<file path="src/design/sdl_map.vh">
`ifndef SDL_MAP_VH
`define SDL_MAP_VH

// Channel organisation
`define SDL_NUM_CH 6
`define SDL_CODE_W 12
`define SDL_CH_FIRST 3'h0
`define SDL_CH_LAST 3'h5
`define SDL_CODE_MAX 12'hfff

// Register byte offsets
`define SDL_OFF_CTRL 8'h00
`define SDL_OFF_STATUS 8'h04
`define SDL_OFF_STICKY 8'h08
`define SDL_OFF_XCOUNT 8'h0c
`define SDL_OFF_LATCH0 8'h10
`define SDL_OFF_DRIVE0 8'h28
`define SDL_OFF_END 8'h40

// Control fields
`define SDL_CTRL_STANDBY 0
`define SDL_CTRL_CAPEN 1
`define SDL_CTRL_RESET 2'h2

// Sticky fields
`define SDL_STK_DEFER 0
`define SDL_STK_ABORT 1

// AXI responses
`define SDL_RESP_OKAY 2'h0
`define SDL_RESP_SLVERR 2'h2

`endif

</file>
<file path="src/design/sdl_sequencer.v">
// Decided for this implementation: register access over AXI4-Lite and the register offsets.
`timescale 1ns/1ps
`default_nettype none
`include "sdl_map.vh"

module sdl_sequencer #(
   parameter FRAME_W = 73
)(
   input wire aclk, // 125 MHz system clock
   input wire aresetn, // Synchronous reset, low active
   input wire s_axi_awvalid, // Write address valid
   output wire s_axi_awready, // Write address ready
   input wire [7:0] s_axi_awaddr, // Write address
   input wire [2:0] s_axi_awprot, // Unused protection
   input wire s_axi_wvalid, // Write data valid
   output wire s_axi_wready, // Write data ready
   input wire [31:0] s_axi_wdata, // Write data
   input wire [3:0] s_axi_wstrb, // Byte strobes
   output wire s_axi_bvalid, // Write response valid
   input wire s_axi_bready, // Write response ready
   output wire [1:0] s_axi_bresp, // Write response
   input wire s_axi_arvalid, // Read address valid
   output wire s_axi_arready, // Read address ready
   input wire [7:0] s_axi_araddr, // Read address
   input wire [2:0] s_axi_arprot, // Unused protection
   output wire s_axi_rvalid, // Read data valid
   input wire s_axi_rready, // Read data ready
   output wire [31:0] s_axi_rdata, // Read data
   output wire [1:0] s_axi_rresp, // Read response
   input wire pix_clk, // Sampled pixel clock pin
   input wire [11:0] data_bus, // Shared input word bus
   input wire load_sequence_start, // Start strobe
   input wire edge_phase_sel, // High rising, low falling
   input wire load_direction_sel, // Low up, high down
   input wire output_transfer_strobe, // Transfer strobe
   input wire power_down_request, // Standby pin
   input wire output_polarity_invert, // Polarity pin
   output wire [71:0] channel_outputs, // Drive codes, channel 0 in low bits
   output wire output_polarity, // Registered polarity
   output wire frame_valid, // Transferred frame available
   input wire frame_ready, // Frame consumer ready
   output wire [FRAME_W-1:0] frame_data // Polarity bit over six drive codes
);

   reg awready_reg;
   reg wready_reg;
   reg aw_held_reg;
   reg w_held_reg;
   reg [7:0] awaddr_reg;
   reg [31:0] wdata_reg;
   reg [3:0] wstrb_reg;
   reg bvalid_reg;
   reg [1:0] bresp_reg;
   reg arready_reg;
   reg rvalid_reg;
   reg [31:0] rdata_reg;
   reg [1:0] rresp_reg;
   reg [1:0] ctrl_reg;
   reg [1:0] sticky_reg;
   reg [31:0] xcount_reg;
   reg pix_q_reg;
   reg start_armed_reg;
   reg [2:0] ch_idx_reg;
   reg [2:0] remain_reg;
   reg xfr_pend_reg;
   reg xfer_wait_reg;
   reg [71:0] latch_reg;
   reg [71:0] drive_reg;
   reg polarity_reg;
   reg out_valid_reg;
   reg [FRAME_W-1:0] out_data_reg;
   reg skid_valid_reg;
   reg [FRAME_W-1:0] skid_data_reg;

   // Register index decode, shared by read and write
   function [4:0] reg_sel;
      input [7:0] addr;
      begin
         reg_sel = (addr < `SDL_OFF_LATCH0) ? {3'h0, addr[3:2]} : ((addr < `SDL_OFF_END) ? addr[6:2] : 5'h1f);
      end
   endfunction

   function [2:0] step_ch;
      input [2:0] ch;
      input down;
      begin
         step_ch = down ? ch - 3'h1 : ch + 3'h1;
      end
   endfunction

   function [11:0] to_drive;
      input [11:0] code;
      begin
         to_drive = `SDL_CODE_MAX - code;
      end
   endfunction

   wire standby = power_down_request | ctrl_reg[`SDL_CTRL_STANDBY];
   wire pix_rise = pix_clk & ~pix_q_reg;
   wire pix_fall = ~pix_clk & pix_q_reg;
   wire active_edge = edge_phase_sel ? pix_rise : pix_fall;
   wire [2:0] first_ch = load_direction_sel ? `SDL_CH_LAST : `SDL_CH_FIRST;
   wire loading = remain_reg != 3'h0;
   wire xfer_req = (pix_fall & xfr_pend_reg) | xfer_wait_reg;
   wire buf_in_ready = ~skid_valid_reg;
   wire do_xfer = xfer_req & buf_in_ready & ~standby;
   wire pop = out_valid_reg & frame_ready;

   reg [71:0] new_drive;
   integer k;
   always @*
   begin
      new_drive = drive_reg;
      for (k = 0; k < `SDL_NUM_CH; k = k + 1)
         new_drive[k*12 +: 12] = to_drive(latch_reg[k*12 +: 12]);
   end

   // Load sequencing on the selected pixel-clock edge
   always @(posedge aclk)
   begin
      if (!aresetn)
      begin
         pix_q_reg <= 1'b0;
         start_armed_reg <= 1'b0;
         ch_idx_reg <= `SDL_CH_FIRST;
         remain_reg <= 3'h0;
         latch_reg <= 72'h0;
         xfr_pend_reg <= 1'b0;
      end
      else
      begin
         pix_q_reg <= pix_clk;
         if (standby)
         begin
            start_armed_reg <= 1'b0;
            remain_reg <= 3'h0;
            latch_reg <= 72'h0;
            xfr_pend_reg <= 1'b0;
         end
         else
         begin
            if (pix_rise)
               xfr_pend_reg <= output_transfer_strobe;
            else if (pix_fall)
               xfr_pend_reg <= 1'b0;
            if (active_edge)
            begin
               start_armed_reg <= load_sequence_start & ctrl_reg[`SDL_CTRL_CAPEN];
               if (start_armed_reg)
               begin
                  latch_reg[first_ch*12 +: 12] <= data_bus;
                  ch_idx_reg <= step_ch(first_ch, load_direction_sel);
                  remain_reg <= 3'h5;
               end
               else if (loading)
               begin
                  latch_reg[ch_idx_reg*12 +: 12] <= data_bus;
                  ch_idx_reg <= step_ch(ch_idx_reg, load_direction_sel);
                  remain_reg <= remain_reg - 3'h1;
               end
            end
         end
      end
   end

   // Output transfer and polarity
   always @(posedge aclk)
   begin
      if (!aresetn)
      begin
         drive_reg <= 72'h0;
         polarity_reg <= 1'b0;
         xfer_wait_reg <= 1'b0;
         xcount_reg <= 32'h0;
      end
      else if (standby)
      begin
         drive_reg <= 72'h0;
         xfer_wait_reg <= 1'b0;
         polarity_reg <= output_polarity_invert;
      end
      else
      begin
         polarity_reg <= output_polarity_invert;
         xfer_wait_reg <= xfer_req & ~buf_in_ready; // Deferred while the frame buffer is full
         if (do_xfer)
         begin
            drive_reg <= new_drive;
            xcount_reg <= xcount_reg + 32'h1;
         end
      end
   end

   // Two-entry frame buffer toward the consumer
   always @(posedge aclk)
   begin
      if (!aresetn || standby)
      begin
         out_valid_reg <= 1'b0;
         skid_valid_reg <= 1'b0;
         out_data_reg <= {FRAME_W{1'b0}};
         skid_data_reg <= {FRAME_W{1'b0}};
      end
      else if (pop)
      begin
         if (skid_valid_reg)
         begin
            out_data_reg <= skid_data_reg;
            skid_valid_reg <= 1'b0;
         end
         else
         begin
            out_valid_reg <= do_xfer;
            out_data_reg <= {output_polarity_invert, new_drive};
         end
      end
      else if (do_xfer)
      begin
         if (!out_valid_reg)
         begin
            out_valid_reg <= 1'b1;
            out_data_reg <= {output_polarity_invert, new_drive};
         end
         else
         begin
            skid_valid_reg <= 1'b1;
            skid_data_reg <= {output_polarity_invert, new_drive};
         end
      end
   end

   // AXI write path
   wire aw_take = s_axi_awvalid & awready_reg;
   wire w_take = s_axi_wvalid & wready_reg;
   wire do_write = aw_held_reg & w_held_reg & ~bvalid_reg;
   wire aw_held_next = do_write ? 1'b0 : (aw_held_reg | aw_take);
   wire w_held_next = do_write ? 1'b0 : (w_held_reg | w_take);
   wire [4:0] wsel = reg_sel(awaddr_reg);
   wire ev_defer = xfer_req & ~buf_in_ready;
   wire ev_abort = active_edge & start_armed_reg & loading & ~standby;

   always @(posedge aclk)
   begin
      if (!aresetn)
      begin
         awready_reg <= 1'b0;
         wready_reg <= 1'b0;
         aw_held_reg <= 1'b0;
         w_held_reg <= 1'b0;
         awaddr_reg <= 8'h0;
         wdata_reg <= 32'h0;
         wstrb_reg <= 4'h0;
         bvalid_reg <= 1'b0;
         bresp_reg <= `SDL_RESP_OKAY;
         ctrl_reg <= `SDL_CTRL_RESET;
         sticky_reg <= 2'h0;
      end
      else
      begin
         aw_held_reg <= aw_held_next;
         w_held_reg <= w_held_next;
         awready_reg <= ~aw_held_next;
         wready_reg <= ~w_held_next;
         if (aw_take)
            awaddr_reg <= s_axi_awaddr;
         if (w_take)
         begin
            wdata_reg <= s_axi_wdata;
            wstrb_reg <= s_axi_wstrb;
         end
         if (bvalid_reg && s_axi_bready)
            bvalid_reg <= 1'b0;
         else if (do_write)
         begin
            bvalid_reg <= 1'b1;
            bresp_reg <= (wsel == 5'h1f) ? `SDL_RESP_SLVERR : `SDL_RESP_OKAY;
         end
         if (do_write && wsel == reg_sel(`SDL_OFF_CTRL) && wstrb_reg[0])
            ctrl_reg <= wdata_reg[1:0];
         if (do_write && wsel == reg_sel(`SDL_OFF_STICKY) && wstrb_reg[0]) // W1c, event wins
            sticky_reg <= (sticky_reg & ~wdata_reg[1:0]) | {ev_abort, ev_defer};
         else
            sticky_reg <= sticky_reg | {ev_abort, ev_defer};
      end
   end

   // AXI read path
   wire [4:0] rsel = reg_sel(s_axi_araddr);
   wire [2:0] rch = rsel[2:0] - 3'h4;
   wire [2:0] rdch = rsel[2:0] - 3'h2;
   reg [31:0] rmux;
   reg rerr;
   always @*
   begin
      rmux = 32'h0;
      rerr = 1'b0;
      if (rsel == 5'h00)
         rmux = {30'h0, ctrl_reg};
      else if (rsel == 5'h01)
         rmux = {24'h0, out_valid_reg, xfer_wait_reg, standby, start_armed_reg, ch_idx_reg, loading};
      else if (rsel == 5'h02)
         rmux = {30'h0, sticky_reg};
      else if (rsel == 5'h03)
         rmux = xcount_reg;
      else if (rsel >= 5'h04 && rsel < 5'h0a)
         rmux = {20'h0, latch_reg[rch*12 +: 12]};
      else if (rsel >= 5'h0a && rsel < 5'h10)
         rmux = {20'h0, drive_reg[rdch*12 +: 12]};
      else
         rerr = 1'b1;
   end

   always @(posedge aclk)
   begin
      if (!aresetn)
      begin
         arready_reg <= 1'b0;
         rvalid_reg <= 1'b0;
         rdata_reg <= 32'h0;
         rresp_reg <= `SDL_RESP_OKAY;
      end
      else if (rvalid_reg)
      begin
         if (s_axi_rready)
         begin
            rvalid_reg <= 1'b0;
            arready_reg <= 1'b1;
         end
      end
      else if (s_axi_arvalid && arready_reg)
      begin
         arready_reg <= 1'b0;
         rvalid_reg <= 1'b1;
         rdata_reg <= rmux;
         rresp_reg <= rerr ? `SDL_RESP_SLVERR : `SDL_RESP_OKAY;
      end
      else
         arready_reg <= 1'b1;
   end

   assign s_axi_awready = awready_reg;
   assign s_axi_wready = wready_reg;
   assign s_axi_bvalid = bvalid_reg;
   assign s_axi_bresp = bresp_reg;
   assign s_axi_arready = arready_reg;
   assign s_axi_rvalid = rvalid_reg;
   assign s_axi_rdata = rdata_reg;
   assign s_axi_rresp = rresp_reg;
   assign channel_outputs = drive_reg;
   assign output_polarity = polarity_reg;
   assign frame_valid = out_valid_reg;
   assign frame_data = out_data_reg;

endmodule
`default_nettype wire

</file>
<file path="config.mk">
export PLATFORM = sky130hd
export DESIGN_NAME = sdl_sequencer
export DESIGN_NICKNAME = d
export VERILOG_FILES = /design/src/design/sdl_sequencer.v
export VERILOG_INCLUDE_DIRS = /design/src /design/src/design
export SDC_FILE = /design/constraint.sdc
export NUM_CORES = 1
export LEC_CHECK = 0
export BUFFER_PORTS_ARGS = -buffer_cell sky130_fd_sc_hd__buf_2
export CAP_MARGIN = 10
export CORE_MARGIN = 2
export CORE_UTILIZATION = 55
export CTS_CLUSTER_DIAMETER = 60
export CTS_CLUSTER_SIZE = 28
export DETAILED_ROUTE_END_ITERATION = 12
export PLACE_DENSITY = 0.89
export SYNTH_ARGS = -nofsm -noshare
export SYNTH_HDL_FRONTEND = slang
export SYNTH_SLANG_ARGS = --single-unit
</file>
<file path="constraint.sdc">
create_clock -name aclk -period 8.9 [get_ports aclk]
set_input_delay 0 -clock aclk [delete_from_list [all_inputs] [get_ports aclk]]
set_output_delay 0 -clock aclk [all_outputs]
set_load 0.02 [all_outputs]
</file>
## After elaboration in Yosys (flattened, before gate mapping)

Index checks and enable logic that the tools add are counted.

- Add/sub/neg operators: 16
- $mul: 4
- $lt $le $gt $ge: 8
- Equality and inequality tests: 8
- Shift operators: 6
- Mux-type cells: 48
- Bitwise logic cells: 34
- Reduce and logical (&&, ||, !) cells: 28

Operators by type and width:

| kind | count |
|---|---|
| 2-to-1 mux 73 bit | 4 |
| bitwise mux 72 bit | 2 |
| 2-to-1 mux 72 bit | 2 |
| variable shift 12 x 34 -> 72 bit, first input constant | 2 |
| variable part select 12 x 34 -> 72 bit | 2 |
| variable part select 72 x 8 -> 12 bit | 2 |
| 2-to-1 mux 32 bit | 4 |
| subtractor 12 bit, first input constant | 6 |
| negation 7 -> 34 bit | 2 |
| adder 32 x 1 -> 32 bit, second input constant | 1 |
| 2-to-1 mux 12 bit | 2 |
| 2-to-1 mux 3 bit | 7 |
| multiplier 3 x 2 -> 5 bit, second input constant | 4 |
| 2-to-1 mux 1 bit | 20 |
| 2-to-1 mux 5 bit | 4 |
| < comparator 8 x 5 -> 1 bit, second input constant | 2 |
| < comparator 8 x 7 -> 1 bit, second input constant | 2 |
| bitwise AND 1 bit | 15 |
| == test 5 x 2 -> 1 bit, second input constant | 3 |
| AND reduction 2 bit | 7 |
| inverter 1 bit | 11 |
| zero test 5 bit | 2 |
| subtractor 3 x 1 -> 3 bit, second input constant | 3 |
| logical AND 1 bit | 8 |
| 22 further kinds | 35 |

- Register bits after elaboration: 393
- Output and inout bits: 188

## Longest topological paths before layout

- Word-level depth: 12
- Mapped depth: 15
- Depth with buffers taken out: 11

## Least setup slack after synthesis

No wires, ideal clock.

- Path kind: reg2reg
- Start: register ch_idx_reg[0]
- End: register latch_reg[4]
- Library setup time: 0.134 ns
- Arrival time: 3.710 ns
- Required time: 8.766 ns
- Path slack: 5.056 ns
- Cell stages (with the launch flop): 15
- Path buffers: 3
- Clock period less this slack: 3.844 ns
- Cell sequence: dfxtp_1 -> ha_1 -> fa_1 -> xor2_2 -> buf_2 -> buf_2 -> nor3_1 -> ha_1 -> buf_2 -> or4b_1 -> nor4_2 -> a41oi_1 -> o21ai_1 -> and2_1 -> a211oi_1

- Longest elaborated chain between the ends: 6
- Elaborated cells between the ends (all ways): 7
- Those cells by class: add/sub (1); mul (1); shift (2); mux (3)

Ends and longest elaborated chain:

| what | RTL line | source |
|---|---|---|
| from (decl) | sdl_sequencer.v:63 | `reg [2:0] ch_idx_reg;` |
| from (signal assigned) | sdl_sequencer.v:125 | `` ch_idx_reg <= `SDL_CH_FIRST; `` |
| from (signal assigned) | sdl_sequencer.v:152 | `ch_idx_reg <= step_ch(first_ch, load_direction_sel);` |
| from (signal assigned) | sdl_sequencer.v:158 | `ch_idx_reg <= step_ch(ch_idx_reg, load_direction_sel);` |
| multiplier 3 x 2 -> 5 bit (*) | sdl_sequencer.v:157 | `latch_reg[ch_idx_reg*12 +: 12] <= data_bus;` |
| negation 7 -> 34 bit (*) | sdl_sequencer.v:157 |  |
| variable part select 12 x 34 -> 72 bit or variable shift 12 x 34 -> 72 bit (tied branches) | sdl_sequencer.v:157 |  |
| bitwise mux 72 bit (*) | sdl_sequencer.v:157 |  |
| 2-to-1 mux 72 bit (*) | sdl_sequencer.v:155 | `else if (loading)` |
| 2-to-1 mux 72 bit (*) | sdl_sequencer.v:149 | `if (start_armed_reg)` |
| to (signal, indexed assignment) | sdl_sequencer.v:151 | `latch_reg[first_ch*12 +: 12] <= data_bus;` |
| to (signal, indexed assignment) | sdl_sequencer.v:157 |  |
| to (decl) | sdl_sequencer.v:67 | `reg [71:0] latch_reg;` |

Every way passes the cells marked *; elsewhere a longest branch is shown, timed or not. The select of a mux whose other input is x is not followed.
A chain may end at the register's enable or synchronous reset.

## Worst setup path in the final report

- Start: register ch_idx_reg[0]
- End: register latch_reg[47]

The elaborated chain is that of the path after synthesis.

==> results.cfg <==
[timing]
period_minus_slack_ps = 4840
fin_crit_sh_pct = 54.4
layout_setup_ws_ps = 4060
report.final.slew_viol_count = 0
rsz0062_at_grt = false
setup_violations = 0
hold_viol = 0
maxSlewHeadroom_pct = 19.1
clock-skew-final_ps = 46.6
whs_ps = 2.67
max_freq_mhz = 206
tightest_slew_ps = 1210
fin_setup_tns_ps = 0

[critical_path]
cpPeakStageDelay_ps = 1060
crit_slowest_cell = fa_1
cp_top_family = adder cells
start_kind = register
crit_path_end_kind = register
cp_num_buf_inv = 1
path_cells = buf_4, ha_1, fa_1, nor3_1, ha_1, nand2b_1, nor3_2, o21ai_1, nor3_1, nor2_1, a211oi_1
path_class = reg2reg
cp.arrival_ps = 5290
crit_fanout = 35
cp.required_ps = 9340

[synthesis]
synth.area.top_cells = dfxtp_1 44%, a211oi_1 7.3%, nand2_1 6.2%
yosysTopAreaCellShare_pct = 43.6
post_synth.cell_area_avg_um2 = 8.30
synthDistinctLibCells = 80
ys_ff_latch = 389
syn_inst = 2151
synth_edf_count = 0
synthArstFlopShare_pct = 0
netlist_area_um2 = 17900
synthFlopType = dfxtp_1
yosysTopAreaCell = dfxtp_1
ys_seq_area_share_pct = 43.6
ys_warn_count = 0

[job]
maxCapViolCount = 0

[global_route]
grt_max_degree = 108
gr-total-overflow = 0
grt_pass1_vias = 16110
antenna_found_initial = 3
grt_pass1_wl_mm = 93.0
track_usage_pct = 35.3

[cts]
clockBufferDepth = 3
post_cts_buffers = 0
htreeDepth = 1
clockRootBuffer = clkbuf_16
clk_pin_slew_ps = 90
clock-sinks = 389
cts_tree = done
cts_buffers = 24
clock_latency_ps = 580

[floorplan]
die_area_um2 = 33900
core-area_um2 = 31800
rows = 65
start_util_pct = 56.2
die_w_um = 184
die_h_um = 184
io_pins = 273

[power]
power_mw = 3.25
vdd_drop_max_uv = 132
leakage_nw = 7.43
cellPowerDensity_nw_per_um2 = 159

[place]
placed_area_um2 = 19100
gp_congestion = 0.989
dp.cells = 2663
place_hpwl_mm = 41.7
numPortBuffers = 227
post-place-ws_ps = 4290

[outcome]
outcome = complete, no violations

[finish]
fillCellCount = 2594
finalNonFillerCells = 2763
area_delta_synth_final_pct = 14.8
final_nets = 2406
ff_latch_area_um2 = 7790
drive_above_1_share_pct = 15.2
multi_input_area_um2 = 9330
final_area_um2 = 20500
utilization_pct = 64.5

[detailed_routing]
antenna_left = 0
wire_per_inst_um = 22.5
dr.first_iter.drc_count = 2191
drc = 0
dr_total_vias = 17763
wirelength_mm = 62.2
vias_per_cell = 6.43
drtPass1Iterations = 5

[hold_path]
hp-class = in2reg
-- synth_stat cells (23+ instances only) --
| library cell | n |
|---|---|
| o21ai_0 | 50 |
| clkbuf_1 | 134 |
| mux2i_1 | 40 |
| a21boi_0 | 34 |
| nor3_1 | 24 |
| nand3_1 | 67 |
| nand2b_1 | 26 |
| o211ai_1 | 93 |
| inv_1 | 25 |
| mux2_2 | 32 |
| a21oi_1 | 143 |
| nand2_1 | 296 |
| buf_2 | 23 |
| dfxtp_1 | 389 |
| nor2_1 | 270 |
| a211oi_1 | 173 |
-- power breakdown --
part	internal (mW)	leakage [nW]	switching [mW]
sequential	1.75	3.14	0.00872
clock	0.621	0.422	0.684
combinational	0.0631	3.88	0.130
total	2.43	7.43	0.822
-- layout by cell type (no fill, tap or decap), types with 6 or more instances in the layout --
cell,Yosys,final
a2111oi_0,7,7
a211oi_1,173,173
a21boi_0,34,34
a21oi_1,143,143
a221oi_1,12,12
a22oi_1,21,21
a2bb2oi_1,6,6
a31oi_1,7,7
a32oi_1,13,13
and2_1,22,22
and3_1,17,16
buf_2,23,227
buf_4,2,24
clkbuf_16,0,25
dfxtp_1,389,389
dlygate4sd3_1,0,52
ha_1,13,13
inv_1,25,25
mux2_2,32,32
mux2i_1,40,40
nand2_1,296,295
nand2b_1,26,26
nand3_1,67,66
nand4_1,12,12
nor2_1,270,268
nor2b_1,16,16
nor3_1,24,24
o211a_1,6,6
o211ai_1,93,93
o21ai_0,50,49
o221ai_1,18,18
o22ai_1,13,13
o31ai_1,7,7
or2_2,6,6
or3_1,8,8
xnor2_1,14,14
xor2_1,10,10
-- layout make-up --
| class | count | area share (%) |
|---|---|---|
| antenna | 4 | 0.0488 |
| clock buffer | 28 | 3.16 |
| clock inverter | 16 | 1.17 |
| inverter | 27 | 0.494 |
| multi-input combinational | 1561 | 45.5 |
| sequential | 389 | 38.0 |
| tap | 435 | 2.66 |
| timing repair buffer | 303 | 8.96 |
-- logic make-up (layout without fill, tap and decap cells) --
family,Yosys count,in the layout,synth area share [%]
AO/OA/AOI/OAI,656,656,25.7
XOR/XNOR,25,25,1.27
adder cells (fa/ha/maj),15,15,1.13
buffers and inverters,202,374,4.45
flip-flops,389,389,43.6
multiplexers,72,72,4.26
other,1,6,0.0210
AND/OR/NAND/NOR,791,791,19.5
-- repair_timing --
item | 4_1_cts | 5_1_grt
hold buffers | 52 | 0
endpoints found under the hold margin | 53 | 0
gates resized for setup | 0 | 0
-- worst min-delay path, cell delays in order --
cell and delay [ps]:
buf_2 100, mux2_2 200, nand3_1 90, a21oi_1 140
-- worst paths after layout --
| check | startpoint | endpoint | slack (ps) | cells past startpoint |
|---|---|---|---|---|
| worst min-delay path | edge_phase_sel | start_armed_reg | 3 | 4 |
| worst max register to register | ch_idx_reg[0] | latch_reg[47] | 4060 | 11 |
| worst min register to register | frame_data[42] | frame_data[42] | 450 | 2 |
| worst max-delay path | ch_idx_reg[0] | latch_reg[47] | 4060 | 11 |
-- routing by layer --
metal / track usage, % / vias up / wire, um
li1: - / 8087 / -
met1: 45.4 / 8339 / 24300
met2: 55.4 / 1080 / 27700
met3: 8.08 / 253 / 6450
met4: 18.2 / 4 / 3650
met5: 0 / - / 22
Note: power is estimated with default switching activity, not from simulation.
